## config.mk

```make
export PLATFORM = sky130hd
export DESIGN_NAME = nvw_host
export DESIGN_NICKNAME = d
export VERILOG_FILES = /design/src/common/nvw_pkg.sv /design/src/design/nvw_host.sv /design/src/design/nvw_timer.sv
export SDC_FILE = /design/constraint.sdc
export NUM_CORES = 1
export LEC_CHECK = 0
export CAP_MARGIN = 10
export CORE_UTILIZATION = 65
export CTS_BUF_LIST = sky130_fd_sc_hd__clkbuf_2 sky130_fd_sc_hd__clkbuf_4 sky130_fd_sc_hd__clkbuf_8
export CTS_CLUSTER_SIZE = 28
export DETAILED_ROUTE_END_ITERATION = 7
export DONT_BUFFER_PORTS = 1
export GPL_TIMING_DRIVEN = 0
export PLACE_DENSITY = 0.81
export SLEW_MARGIN = 5
export SYNTH_ARGS = -nofsm -noshare
export SYNTH_HDL_FRONTEND = slang
export SYNTH_SLANG_ARGS = --single-unit
```

## constraint.sdc

```tcl
create_clock -name sys_clk -period 2.18 [get_ports sys_clk]
set_clock_uncertainty 0.05 [all_clocks]
set_input_delay 0.109 -clock sys_clk [delete_from_list [all_inputs] [get_ports sys_clk]]
set_output_delay 0.109 -clock sys_clk [all_outputs]
set_load 0.02 [all_outputs]
```

## src/common/nvw_pkg.sv

```systemverilog
// Constants and types for the host-side write controller of a byte-wide
// battery-backed SRAM. Assumes a 100 MHz sys_clk and pins sampled
// synchronously; the memory itself has no clock.
package nvw_pkg;

  localparam int unsigned NVW_ADDR_W = 19;
  localparam int unsigned NVW_DATA_W = 8;
  localparam int unsigned NVW_CLK_NS = 10;

  // Timing figures in ns, as printed
  localparam int unsigned NVW_T_SETUP_ADDR_NS = 0;
  localparam int unsigned NVW_T_WP_NS = 50;
  localparam int unsigned NVW_T_DS_NS = 30;
  localparam int unsigned NVW_T_DH_NS = 10;
  localparam int unsigned NVW_T_WR_NS = 15;
  localparam int unsigned NVW_T_ODW_NS = 25;

  // Least times round up; none below one cycle
  function automatic int unsigned nvw_cyc_min(input int unsigned ns);
    int unsigned c;
    c = (ns + NVW_CLK_NS - 1) / NVW_CLK_NS;
    return (c < 1) ? 1 : c;
  endfunction : nvw_cyc_min

  localparam int unsigned NVW_CNT_W = 4;
  typedef logic [NVW_CNT_W-1:0] nvw_cnt_t;

  localparam nvw_cnt_t NVW_CYC_ASU = nvw_cnt_t'(nvw_cyc_min(NVW_T_SETUP_ADDR_NS));
  localparam nvw_cnt_t NVW_CYC_ODW = nvw_cnt_t'(nvw_cyc_min(NVW_T_ODW_NS));
  localparam nvw_cnt_t NVW_CYC_WP =
    nvw_cnt_t'(nvw_cyc_min((NVW_T_WP_NS > NVW_T_DS_NS) ? NVW_T_WP_NS
                                                        : NVW_T_DS_NS));
  localparam nvw_cnt_t NVW_CYC_DH = nvw_cnt_t'(nvw_cyc_min(NVW_T_DH_NS));
  localparam nvw_cnt_t NVW_CYC_WR = nvw_cnt_t'(nvw_cyc_min(NVW_T_WR_NS));
  localparam nvw_cnt_t NVW_CNT_ONE = 4'h1;
  localparam nvw_cnt_t NVW_CNT_ZERO = 4'h0;

  typedef enum logic [2:0] {
    NVW_IDLE = 3'h0,
    NVW_ASU = 3'h1,
    NVW_ODW = 3'h2,
    NVW_PULSE = 3'h3,
    NVW_HOLD = 3'h4,
    NVW_RECOV = 3'h5
  } nvw_state_e;

endpackage : nvw_pkg

```

## src/design/nvw_host.sv

```systemverilog
// Host-side write controller driving a byte-wide battery-backed SRAM.
// Assumes the memory's strobes and data pins sit on this block's ports and
// that a supply monitor reports when the supply is below threshold.
`timescale 1ns/100ps
`default_nettype none
module nvw_host
(
  input wire logic sys_clk, // System clock
  input wire logic rst, // Async reset, active high
  input wire logic wr_req, // Request a write, level
  input wire logic [nvw_pkg::NVW_ADDR_W-1:0] wr_addr, // Byte address
  input wire logic [nvw_pkg::NVW_DATA_W-1:0] wr_data, // Byte to write
  input wire logic power_fail_threshold, // Supply below deselect level
  input wire logic gate_low_req, // Read path asks gate low when idle
  output logic wr_ack, // Request taken, one-cycle pulse
  output logic wr_done, // Write finished, one-cycle pulse
  output logic wr_blocked, // Refused for low supply, high each cycle the request is held
  output logic busy, // Controller not idle
  output logic chip_en_n, // Chip enable, active low
  output logic write_n, // Write strobe, active low
  output logic gate_n, // Output gate, active low
  output logic [nvw_pkg::NVW_ADDR_W-1:0] address_lines, // Address pins
  output logic [nvw_pkg::NVW_DATA_W-1:0] data_lines_o, // Data drive
  output logic data_lines_oe_n, // Data drive enable, low drives
  input wire logic [nvw_pkg::NVW_DATA_W-1:0] data_lines_i // Data pins in
);
  import nvw_pkg::*;

  ////////////////////////////////////////////////////////////////////////
  // Sequencer state

  typedef struct packed {
    nvw_state_e state;
    logic ce_n;
    logic we_n;
    logic oe_n;
    logic doe_n;
    logic [NVW_ADDR_W-1:0] addr;
    logic [NVW_DATA_W-1:0] data;
    logic ack;
    logic done;
    logic blk;
    logic busy;
  } nvw_host_s;

  nvw_host_s st_r;
  nvw_host_s st_nxt;
  logic tmr_load;
  nvw_cnt_t tmr_val;
  logic tmr_done;

  // Enable and strobe move as one: neither edge can lead the other,
  // so the memory never turns its outputs on during a write
  function automatic nvw_host_s nvw_strobes(input nvw_host_s s,
    input logic lvl);
    nvw_host_s r;
    r = s;
    r.ce_n = lvl;
    r.we_n = lvl;
    return r;
  endfunction : nvw_strobes

  ////////////////////////////////////////////////////////////////////////
  // Phase timer: one counter, loaded at take and as each phase before recovery ends

  nvw_timer u_timer (
    .sys_clk(sys_clk),
    .rst(rst),
    .load(tmr_load),
    .load_val(tmr_val),
    .done(tmr_done)
  );

  ////////////////////////////////////////////////////////////////////////
  // Write sequencer

  always_comb
  begin
    st_nxt = st_r;
    tmr_load = 1'b0;
    tmr_val = NVW_CNT_ONE;
    // Pulses are low unless a phase raises them
    st_nxt.ack = 1'b0;
    st_nxt.done = 1'b0;
    st_nxt.blk = 1'b0;
    case (st_r.state)
      NVW_IDLE:
      begin
        // Strobes high; gate follows the read path until a write is taken
        st_nxt = nvw_strobes(st_nxt, 1'b1);
        st_nxt.doe_n = 1'b1;
        st_nxt.oe_n = ~gate_low_req;
        if (wr_req && power_fail_threshold)
        begin
          // Supply low: memory ignores all access, so never start one
          st_nxt.blk = 1'b1;
        end
        else if (wr_req)
        begin
          st_nxt.ack = 1'b1;
          st_nxt.addr = wr_addr;
          st_nxt.data = wr_data;
          st_nxt.oe_n = 1'b1;
          st_nxt.busy = 1'b1;
          tmr_load = 1'b1;
          if (st_r.oe_n)
          begin
            tmr_val = NVW_CYC_ASU;
            st_nxt.state = NVW_ASU;
          end
          else
          begin
            // Gate was low: let the memory release the bus first
            tmr_val = NVW_CYC_ODW;
            st_nxt.state = NVW_ODW;
          end
        end
      end
      NVW_ODW, NVW_ASU:
      begin
        // Address and data settled at take; gate already high here
        if (tmr_done)
        begin
          // Strobe falls with enable so the memory never drives
          st_nxt = nvw_strobes(st_nxt, 1'b0);
          st_nxt.doe_n = 1'b0;
          tmr_load = 1'b1;
          tmr_val = NVW_CYC_WP;
          st_nxt.state = NVW_PULSE;
        end
      end
      NVW_PULSE:
      begin
        if (tmr_done)
        begin
          // Both rise together; this edge latches the byte
          st_nxt = nvw_strobes(st_nxt, 1'b1);
          tmr_load = 1'b1;
          tmr_val = NVW_CYC_DH;
          st_nxt.state = NVW_HOLD;
        end
      end
      NVW_HOLD:
      begin
        if (tmr_done)
        begin
          // Drive held one cycle past the rising edge for data hold
          st_nxt.doe_n = 1'b1;
          tmr_load = 1'b1;
          tmr_val = NVW_CYC_WR;
          st_nxt.state = NVW_RECOV;
        end
      end
      NVW_RECOV:
      begin
        // Strobe stays high the recovery time before the next take
        if (tmr_done)
        begin
          st_nxt.done = 1'b1;
          st_nxt.busy = 1'b0;
          st_nxt.state = NVW_IDLE;
        end
      end
      default:
      begin
        // Unknown state: park every pin at its inactive level
        st_nxt = nvw_strobes(st_nxt, 1'b1);
        st_nxt.doe_n = 1'b1;
        st_nxt.oe_n = 1'b1;
        st_nxt.state = NVW_IDLE;
        st_nxt.busy = 1'b0;
      end
    endcase
  end

  ////////////////////////////////////////////////////////////////////////
  // State register

  always_ff @(posedge sys_clk or posedge rst)
  begin
    if (rst)
    begin
      // Pins inactive, handshake quiet
      st_r <= '{
        state: NVW_IDLE,
        ce_n: 1'b1,
        we_n: 1'b1,
        oe_n: 1'b1,
        doe_n: 1'b1,
        addr: '0,
        data: '0,
        ack: 1'b0,
        done: 1'b0,
        blk: 1'b0,
        busy: 1'b0
      };
    end
    else
    begin
      st_r <= st_nxt;
    end
  end

  ////////////////////////////////////////////////////////////////////////
  // Pins: address and data only change in idle, so stable per cycle

  // Memory side
  assign chip_en_n = st_r.ce_n;
  assign write_n = st_r.we_n;
  assign gate_n = st_r.oe_n;
  assign address_lines = st_r.addr;
  assign data_lines_o = st_r.data;
  assign data_lines_oe_n = st_r.doe_n;

  // Request side
  assign wr_ack = st_r.ack;
  assign wr_done = st_r.done;
  assign wr_blocked = st_r.blk;
  assign busy = st_r.busy;

endmodule : nvw_host
`default_nettype wire

```

## src/design/nvw_timer.sv

```systemverilog
// Down counter for the write controller's phase lengths.
// Assumes load and count are synchronous to sys_clk.
`timescale 1ns/100ps
`default_nettype none
module nvw_timer
(
  input wire logic sys_clk, // System clock
  input wire logic rst, // Async reset, active high
  input wire logic load, // Load a new count
  input wire nvw_pkg::nvw_cnt_t load_val, // Count to load
  output logic done // Count has reached one or less
);
  import nvw_pkg::*;

  typedef struct packed {
    nvw_cnt_t cnt;
  } nvw_tmr_s;

  nvw_tmr_s st_r;
  nvw_tmr_s st_nxt;

  always_comb
  begin
    st_nxt = st_r;
    if (load)
    begin
      st_nxt.cnt = load_val;
    end
    else if (st_r.cnt > NVW_CNT_ZERO)
    begin
      st_nxt.cnt = st_r.cnt - NVW_CNT_ONE;
    end
  end

  always_ff @(posedge sys_clk or posedge rst)
  begin
    if (rst)
    begin
      st_r <= '0;
    end
    else
    begin
      st_r <= st_nxt;
    end
  end

  assign done = (st_r.cnt <= NVW_CNT_ONE);

endmodule : nvw_timer
`default_nettype wire

```

Word level (Yosys, flattened, before mapping)
Index checks and enable logic that the tools add are counted.
Widths: inputs -> output; s select.

storage, ports and cells
  flip-flop bits (word level) = 42
  input port bits = 40
  output and inout bits = 35
  logic and storage cells = 80

operators by class
  add/subtract/negate cells = 1
  order comparisons = 2
  equality and inequality tests = 11
  mux-type cells = 35
  bitwise operators = 7
  reductions and logical operators = 12

operators with widths
  cell                count
  $pmux 28 s3         1
  $mux 38             2
  $mux 28             2
  $mux 4              4
  $mux 3              5
  $pmux 3 s5          1
  $ne 2x2->1 const B  6
  $pmux 3 s4          1
  $pmux 4 s3          1
  $reduce_and 6->1    2
  $mux 1              10
  $not 1->1           7
  $eq 3x2->1 const B  2
  $eq 3x3->1 const B  2
  $mux 2              3
  $pmux 1 s3          2
  $reduce_and 3->1    2
  $pmux 1 s5          1
  $reduce_and 5->1    1
  $gt 4x1->1 const B  1
  $le 4x1->1 const B  1
  $pmux 1 s4          1
  $reduce_and 4->1    1
  $reduce_or 2->1     2
  other kinds (7)     7

Logic depth before layout (Yosys ltp)
Gate-level depths: netlist of the first run.

  depth after elaboration = 5
  gate-level depth with buffers = 7
  gate-level depth less buffers = 6

Hierarchy
Synthesis of the first run repeated with hierarchy kept, for this count alone.

unflattened totals
  cell total of the unflattened synthesis = 170
  area total of the unflattened synthesis = 2104.5 sq um

by module, submodules not included
  module     times used  cells an instance  area each (sq um)  seq. area each (sq um)
  nvw_host   1           144                1849.3             929.6
  nvw_timer  1           26                 255.2              100.1

Worst setup path after synthesis of the first run
Ideal clock, no wire load.

  path kind = register to register
  from = reg u_timer.st_r[0] in the netlist's numbering
  to = reg u_timer.st_r[0] in the netlist's numbering
  setup time = 0.087 ns
  arrival = 1.567 ns
  data required time = 2.043 ns
  slack = 0.476 ns
  cell stages (with the launch flop) = 8
  path buffers = 1
  period minus slack after synthesis = 1.704 ns
  path through = dfrtp_1 -> inv_1 -> ha_1 -> or3b_2 -> clkbuf_1 -> xnor2_1 -> a21o_1 -> a22oi_1

on the way
  word-level cells in the longest chain between the ends = 4
  elaborated cells between the ends (all ways) = 10
  those cells by class = add/sub: 1; order compare: 2; mux: 6; reduce/logical: 1

RTL lines
  element                                             line                                               source
  from (decl)                                         nvw_timer.sv:19                                    nvw_tmr_s st_r;
  from (signal assigned)                              nvw_timer.sv:43                                    st_r <= st_nxt;
  $le 4x1->1                                          nvw_timer.sv:47                                    assign done = (st_r.cnt <= NVW_CNT_ONE);
  $mux 2 / $mux 1 (equally long branches)             nvw_host.sv:145, nvw_host.sv:122, nvw_host.sv:134
  $pmux 4 s3 / $pmux 1 s2 (equally long branches)     nvw_host.sv:86                                     case (st_r.state)
  $mux 4 / $reduce_bool 2->1 (equally long branches)  -

Several ways; a longest one is shown, not always the timed one. The select of a mux whose other input is x is not followed.
A chain may end at the register's enable or synchronous reset.

Final worst setup path of the first run
Ends and elaborated chain as after synthesis.

==> results.toml, run 1 <==
[synthesis]
synth_top_family_by_area = "simple AND/OR/NAND/NOR gates"
yosys_warnings = 0
synth-seq-area-share_pct = 49.58
synth-simple-area-share_pct = 21.99
synth-main-ff-cell = "dfrtp_1"
muxShareOfSynthArea_pct = 0.4819
syn_area_per_cell_um2 = 8.953
ys_ff_latch = 41
synth_most_common_cell = "nand2_1"
syn_nets = 275
synth_fa_ha_area_share_pct = 1.807
synth.largest_area_cell = "dfrtp_1"
synth.distinct_cells = 39
netlist_instances = 232
synth_compound_area_share_pct = 8.494
synth.area.top_cells = "dfrtp_1 46%, nand2_1 16%, buf_4 10%, dfstp_2 3.8%, buf_6 2.2%"
synth_xor_area_share_pct = 2.530
syn-cell-area_um2 = 2077
synth_edf_count = 0
synthTopCellsByCount = "88 x nand2_1, 38 x dfrtp_1, 29 x buf_4, 8 x nor2_1, 8 x o21ai_0"
netlist.area_leader.share_pct = 45.78
async_flop_share_pct = 100.0

[timing]
min_period_ps = 1843
maxSlewViolCount = 0
finalSetupTns_ps = 0
relSlewSlack_pct = 44.40
layout_setup_ws_ps = 337.3
timing.fmax_mhz = 542.7
fin_crit_sh_pct = 84.53
rsz0062_at_grt = "false"
hold_viol = 0
tightestPinTransition_ps = 832.7
setup_viol = 0

[worst_setup_path]
cp_top_family = "flip-flops"
worst_setup_path_start_kind = "register"
crit_type = "register to register"
path_cells = "inv_1 > ha_1 > or3b_2 > clkbuf_1 > xnor2_1 > a21o_1 > a22oi_1"
cp_slowest_cell = "dfrtp_1"
cp-end-kind = "register"
cp.arrival_ps = 2070
worstPathMaxFanout = 5
worst-path-buf-inv = 2
required_ps = 2410
cp_slowest_stage_delay_ps = 440

[placement]
hpwl_um = 2489
place_ws_ps = 366.2
gp_congestion = 0.8123
port_buffers = 0

[global_routing]
antenna_found_initial = 0
grt-ovfl-total = 0
grt.total_usage_pct = 27.06
grt_pass1_vias = 1539
grt_max_degree = 42
grt_first_pass_wirelength_um = 6858

[clock_network]
path_clk_slew_ps = 120
cts_inserted_buffers = 5
clk_latency_ps = 350
cts_setup_buffers = 0
clock-root-buffer = "clkbuf_4"
clock_sinks = 41
clk_path_buf_depth = 2
cts_tree = "yes"
htreeDepth = 2

[drt]
drt-total-wl_um = 4341
dr.pass1.iters = 4
drtIter0Drc = 62
drcViolationCount = 0
vias_per_cell = 5.054
antenna_left = 0
via_count = 1592
wl_per_cell_um = 13.78

[final_layout]
fillerInstances = 199
layout-drive-gt1-share_pct = 19.19
syn_to_final_growth_pct = 21.87
finish.utilization_pct = 82.91
diodes = 0
num-nets-final = 313

[power]
p_per_area_nw_per_um2 = 1480
vdd_ir_drop_max_mv = 0.9379
leakage_nw = 1.285

[floorplan]
rows = 20
dieArea_um2 = 3425
num_io_pins = 75
initial_core_util_pct = 68.03
die_h_um = 58.53
coreArea_um2 = 3053
die_w_um = 58.53

[run]
cap_violations = 0

[status]
status = "completed"

[hold_path]
hold_path_class = "input port to register"
[where the power goes]
part	switching (mW)	leakage (nW)	internal, mW
logic	1.05	0.732	0.800
clock network	0.242	0.0445	0.273
registers	0.260	0.508	1.12
total	1.56	1.28	2.19
[state kept, by name, indices dropped and copies added (netlist names)]
register	cells
wr_ack	1
wr_done	1
address_lines	19
u_timer.st_r	4
data_lines_o	8
write_n	1
st_r	3
wr_blocked	1
busy	1
data_lines_oe_n	1
gate_n	1
[per-stage QoR]
| stage | hold WS (ps) | total power, mW | std cells | instance area, um^2 |
|---|---|---|---|---|
| final | 12.74 | 3.746 | 315 | 2531 |
| after global placement | 166.2 | 3.100 | 276 | 2132 |
| after floorplan | 164.4 | 2.910 | 232 | 2077 |
| after CTS | 3.023 | 3.715 | 315 | 2531 |
| after detailed placement | 144.3 | 3.157 | 276 | 2132 |
| after global routing | 53.17 | 3.991 | 315 | 2531 |
[cell families (layout without fill, tap and decap cells)]
logic type      Yosys count  after routing
flops                    41             41
mux                       1              1
simple gates            108            108
buf+inv                  46             85
fa+ha+maj                 3              3
xor+xnor                  6              6
compound gates           27             27
[per-layer routing]
metal  part of all wire (%)  wire, um  global-route usage (%)
met1                     44      1920                   33.23
met2                     49      2127                   45.98
met3                    5.8       251                   6.813
met4                   0.92        40                   10.88
met5                      0         0                       0
[final timing paths]
| path | start | to | slack, ps | cells after the start |
|---|---|---|---|---|
| hold reg to reg | address_lines[11] | address_lines[11] | 440 | 2 |
| max in group asynchronous | rst | address_lines[11] | 1220 | 2 |
| setup / recovery | u_timer.st_r[0] | u_timer.st_r[0] | 340 | 7 |
| setup reg to reg | u_timer.st_r[0] | u_timer.st_r[0] | 340 | 7 |
| hold / removal | wr_req | u_timer.st_r[0] | 10 | 4 |
| min in group asynchronous | rst | address_lines[18] | 320 | 2 |
[worst reg2reg max path, delay by kind of cell, from the launching register on]
kind,cells,cell delay (ps)
buffers and inverters,2,270
XOR/XNOR,1,160
AO/OA/AOI/OAI,2,280
AND/OR/NAND/NOR,1,420
adder cells (fa/ha/maj),1,140
flip-flops,1,440
[timing repair]
| action | CTS | global route |
|---|---|---|
| gates resized for setup | 0 | 0 |
| hold endpoints to repair | 67 | 0 |
| hold buffers | 31 | 0 |
[layout by cell type, fill, tap and decap left out, types with 2 or more instances in the layout]
cell            n
nand2b_1        2
clkbuf_4        5
clkbuf_1        5
a21oi_1         6
o21ai_0         8
dfrtp_1        38
buf_4          29
dlygate4sd3_1  31
buf_6           4
dfstp_2         3
xnor2_1         5
nand2_1        88
nor2_1          8
a32oi_1         2
inv_1           5
ha_1            3
[layout make-up]
class                      count  area (um^2)  share of cell area (%)
sequential                    41         1030                   40.68
clock inverter                 2        37.54                   1.483
buffer                        39        286.5                   11.32
timing repair buffer          31        310.3                   12.26
tap                           44        55.05                   2.175
multi-input combinational    145        733.2                   28.97
clock buffer                   6        51.30                   2.027
inverter                       7        27.53                   1.087
No activity file was read; power rests on OpenSTA's default activity.
==> inputs of run 2 (changes only) <==
Settings changed: ABC_AREA set to 1.
Clock period 2.18 ns to 1.7 ns, I/O delays scaled along.
==> results.toml, run 2 <==
[timing]
hold-worst-slack_ps = 45.79
hold_viol = 0
fin_crit_sh_pct = 92.82
setup_viol = 0
rsz0062_at_grt = "false"
timing.fmax_mhz = 633.7
relSlewSlack_pct = 44.95
min_period_ps = 1578
maxSlewViolCount = 0
tightestPinTransition_ps = 824.5
finalSetupTns_ps = 0

[floorplan]
initial_core_util_pct = 68.62
num_io_pins = 75
coreArea_um2 = 3078
dieArea_um2 = 3481
rows = 20
die_h_um = 59
die_w_um = 59

[worst_setup_path]
r2r_cells = 9
cp_top_family = "simple AND/OR/NAND/NOR gates"
crit_type = "register to register"
cp.arrival_ps = 1790
required_ps = 1910
path_cells = "inv_2 > ha_1 > nor2_1 > nor2_4 > nor2_1 > nor2_4 > nand2_2 > nand2_1 > nand2_1"
cp.depth = 9
cp_slowest_stage_delay_ps = 430
cp_slowest_cell = "dfrtp_1"
worst_setup_path_start_kind = "register"
worstPathMaxFanout = 6
cp-end-kind = "register"
worst-path-buf-inv = 1

[drt]
dr.pass1.iters = 4
drcViolationCount = 0
drt-total-wl_um = 4329
drtIter0Drc = 70
vias_per_cell = 4.946
antenna_left = 0
wl_per_cell_um = 12.92
via_count = 1657

[final_layout]
largest_register_ffs = 19
final_common_cell = "nand2_1"
num-nets-final = 333
syn_to_final_growth_pct = 20.38
layout_common_cells = "103 x nand2_1, 38 x dfrtp_1, 31 x dlygate4sd3_1"
layout.cells.non_filler = 335
layout-drive-gt1-share_pct = 24.05
diodes = 0

[clock_network]
clock_sinks = 41
path_clk_slew_ps = 120
clk_latency_ps = 350
cts_setup_buffers = 0
cts_inserted_buffers = 5
htreeDepth = 2
clk_path_buf_depth = 2
clock-root-buffer = "clkbuf_4"
cts_tree = "yes"

[power]
vdd_ir_drop_max_mv = 1.179
p_sw_mw = 2.214
swShare_pct = 45.87
power.share.combinational_pct = 52.5
p_per_area_nw_per_um2 = 1899
power.internal_mw = 2.613
clkPwrFrac_pct = 10.9
leakage_nw = 1.365
p_seq_share_pct = 36.6

[synthesis]
syn_nets = 295
syn_area_per_cell_um2 = 8.381
synth.largest_area_cell = "dfrtp_1"
synth_most_common_cell = "nand2_1"
synth-seq-area-share_pct = 48.76
synth.distinct_cells = 26
netlist_instances = 252
synth-main-ff-cell = "dfrtp_1"
synthTopCellsByCount = "103 x nand2_1, 38 x dfrtp_1, 28 x buf_4, 13 x inv_1, 12 x nor2_1"
ys_ff_latch = 41
yosys_warnings = 0
synth.area.top_cells = "dfrtp_1 45%, nand2_1 18%, buf_4 10%, dfstp_2 3.7%, inv_1 2.3%"
netlist.area_leader.share_pct = 45.02
syn-cell-area_um2 = 2112
async_flop_share_pct = 100.0
synth_edf_count = 0

[hold_path]
hold_path_class = "input port to register"
holdPathStages = 5

[global_routing]
antenna_found_initial = 0
grt.total_usage_pct = 26.64
grt-ovfl-total = 0
grt_pass1_vias = 1503
grt_max_degree = 42
grt_first_pass_wirelength_um = 6699

[placement]
dp.cells = 296
hpwl_um = 2553
port_buffers = 0
gp_congestion = 0.8405

[status]
status = "completed"

[run]
cap_violations = 0
-- run 2: power groups by stage --
stage	sequential [mW]	combinational (mW)	clock, mW
floorplan	1.70	2.16	0
global placement	1.76	2.38	0
detailed placement	1.77	2.43	0
CTS	1.75	2.49	0.533
global route	1.81	2.81	0.579
finish	1.77	2.53	0.525
-- run 2: final cells by class --
cell class | count | area, um^2
Timing Repair Buffer | 31 | 310.3
Clock inverter | 2 | 13.76
Tap cell | 44 | 55.05
Fill cell | 183 | 535.5
Clock buffer | 6 | 51.30
Sequential cell | 41 | 1030
Inverter | 19 | 71.32
Multi-Input combinational cell | 158 | 752.0
Buffer | 34 | 259.0
-- run 2: cell families (layout without fill, tap and decap cells) --
kind of cell | Yosys count | count (layout) | synth area share (%)
AO/OA/AOI/OAI | 11 | 11 | 3.199
adder cells (fa/ha/maj) | 3 | 3 | 1.777
buffers and inverters | 53 | 92 | 15.64
AND/OR/NAND/NOR | 142 | 142 | 29.80
flip-flops | 41 | 41 | 48.76
XOR/XNOR | 2 | 2 | 0.8295
-- run 2: final timing paths --
check,endpoint,slack (ps),from
worst max-delay path,st_r[35],120,u_timer.st_r[0]
worst min-delay path,u_timer.st_r[2],50,power_fail_threshold
worst max register to register,st_r[35],120,u_timer.st_r[0]
worst min register to register,address_lines[18],440,address_lines[18]
max in group asynchronous,u_timer.st_r[1],780,rst
min in group asynchronous,address_lines[15],280,rst
-- run 2: worst reg2reg max path: stages, from the launching register on --
cell	delay [ps]
dfrtp_1	430
inv_2	100
ha_1	190
nor2_1	70
nor2_4	190
nor2_1	110
nor2_4	160
nand2_2	80
nand2_1	60
nand2_1	40
-- run 2: metrics by stage --
step                      util, %  power [mW]  setup WS [ps]  cell area [um^2]
after floorplan                 -       3.868          237.5              2112
after global placement      70.41       4.139          115.2              2167
after detailed placement    70.41       4.196          62.06              2167
after CTS                   82.60       4.777          42.34              2542
after global routing        82.60       5.196         0.1676              2542
final                       82.60       4.828          122.1              2542
-- run 2: repair_timing --
item / in CTS / in global routing
hold buffers: 31 / 0
setup endpoints to repair: 0 / 5
hold endpoints to repair: 68 / 0
resized for setup: 0 / 2
-- run 2: per-layer routing --
layer,GRT usage [%],part of all wire (%),wire length [um]
met5,0,0,0
met1,31.22,42,1828
met4,8.163,1.2,54
met2,46.92,50,2180
met3,8.079,6.1,266
==> inputs of run 3 (changes only) <==
Settings changed: CORE_UTILIZATION 65 to 59, PLACE_DENSITY 0.81 to 0.78.
Clock period 1.7 ns to 1.33 ns, I/O delays scaled along.
==> results.toml, run 3 (same netlist as run 2, synthesis figures left out) <==
[global_routing]
antenna_found_initial = 0
grt_max_degree = 42
grt_first_pass_wirelength_um = 7162
grt.total_usage_pct = 26.61
grt-ovfl-total = 0
grt_pass1_vias = 1675

[final_layout]
layout_common_cells = "102 x nand2_1, 38 x buf_4, 36 x dfrtp_1"
fillerInstances = 185
layout-drive-gt1-share_pct = 31.79
num-nets-final = 344
syn_to_final_growth_pct = 33.65
diodes = 0
largest_register_ffs = 19
final_common_cell = "nand2_1"

[clock_network]
cts_tree = "yes"
htreeDepth = 2
clk_path_buf_depth = 2
path_clk_slew_ps = 120
clock_sinks = 41
cts_inserted_buffers = 5
clk_latency_ps = 350
clock-root-buffer = "clkbuf_4"

[drt]
via_count = 1793
wl_per_cell_um = 15.60
drtIter0Drc = 64
dr.pass1.iters = 5
drt-total-wl_um = 5429
drcViolationCount = 0
antenna_left = 0
vias_per_cell = 5.152

[timing]
relSlewSlack_pct = 45.93
fin_crit_sh_pct = 118.5
rsz0062_at_grt = "true"
timing.fmax_mhz = 634.4
tightestPinTransition_ps = 809.8
min_period_ps = 1576
setup_viol = 23
hold_viol = 0
maxSlewViolCount = 0
layout_setup_ws_ps = -246.4

[power]
p_seq_share_pct = 31.3
leakage_nw = 1.468
power_mw = 7.349
vdd_ir_drop_max_mv = 1.774
clkPwrFrac_pct = 11.9
swShare_pct = 45.85
power.internal_mw = 3.979
p_sw_mw = 3.369
p_per_area_nw_per_um2 = 2603
power.share.combinational_pct = 56.9

[hold_path]
hold_path_class = "input port to register"
holdPathStages = 5
hp-start = "power_fail_threshold"
min_to = "gate_n"

[floorplan]
die_h_um = 61.83
initial_core_util_pct = 62.31
dieArea_um2 = 3823
die_w_um = 61.83
num_io_pins = 75
coreArea_um2 = 3390
rows = 21

[worst_setup_path]
rr_startpoint = "u_timer.st_r[1]"
cp-end-kind = "register"
reg2reg_slack_ps = -250
r2r_cells = 10
crit_type = "register to register"
timing.rr.end = "st_r[36]"
cp.arrival_ps = 1780
worstPathMaxFanout = 6
required_ps = 1530
worst_setup_path_start_kind = "register"

[run]
cap_violations = 0

[placement]
port_buffers = 0
place_ws_ps = -181.4
hpwl_um = 2737
gp_congestion = 0.8622

[status]
violations = "negative setup slack"
status = "finished, violations left"
==> run 3: changes by cell type in the layout (fill, tap and decap cells not counted), sizes merged <==
cell and change:
bufinv +1, clkinvlp +1, buf +11, clkinv -2
==> run 3: metrics by stage <==
stage          utilization [%]  hold slack [ps]  instances  instance area (um^2)  TNS, ps
2_1_floorplan                -            129.7        252                  2130   -69.27
3_3_place_gp             64.53            134.5        298                  2187    -6285
3_5_place_dp             64.53            105.3        298                  2187    -2555
4_1_cts                  78.29            19.41        343                  2654    -2425
5_1_grt                  83.28            101.0        348                  2823    -4824
6_report                 83.28            40.40        348                  2823    -2126
==> run 3: timing repair <==
| item | in CTS | in global routing |
|---|---|---|
| endpoints found under the setup margin | 36 | 39 |
| endpoints found under the hold margin | 68 | 0 |
| setup buffers | 6 | 5 |
| pin swaps | 2 | 12 |
| hold buffers | 31 | 0 |
| resized for setup | 5 | 33 |
==> run 3: metal layers <==
metal  GRT usage (%)  share of wire, %
met5               0                 0
met2           48.08                55
met3           6.625               5.8
met1           29.10                36
met4           13.02               2.7
==> run 3: worst max path at each step <==
stage                    startpoint               to  cells after the start
floorplan           u_timer.st_r[0]         st_r[37]                      9
global placement    u_timer.st_r[0]  u_timer.st_r[2]                      8
detailed placement  u_timer.st_r[0]         st_r[36]                      9
CTS                 u_timer.st_r[1]         st_r[36]                      9
global route        u_timer.st_r[1]         st_r[36]                     10
finish              u_timer.st_r[1]         st_r[36]                     10
==> run 3: layout make-up <==
type	count	area [um^2]	area share (%)
clock buffer	6	51.30	1.817
buffer	34	281.5	9.973
tap	46	57.56	2.039
sequential	41	1032	36.57
clock inverter	2	37.54	1.330
timing repair buffer	42	412.9	14.63
inverter	19	78.83	2.793
multi-input combinational	158	870.8	30.85
==> run 3: critical path, cell delays in order (launching register included) <==
cell,delay [ps]
dfrtp_1,420
inv_2,140
ha_4,170
nor2_4,40
nor2_4,90
buf_12,140
o21ai_4,80
nor2_4,150
nand2_2,90
nand2_1,70
nand2_1,50
==> run 3: power by group through the flow <==
stage | Clock, mW | Sequential [mW] | Combinational [mW]
after floorplan | 0 | 2.18 | 2.81
after global placement | 0 | 2.25 | 3.10
after detailed placement | 0 | 2.26 | 3.19
after CTS | 0.876 | 2.22 | 3.55
after global routing | 0.918 | 2.35 | 4.54
final | 0.871 | 2.30 | 4.18
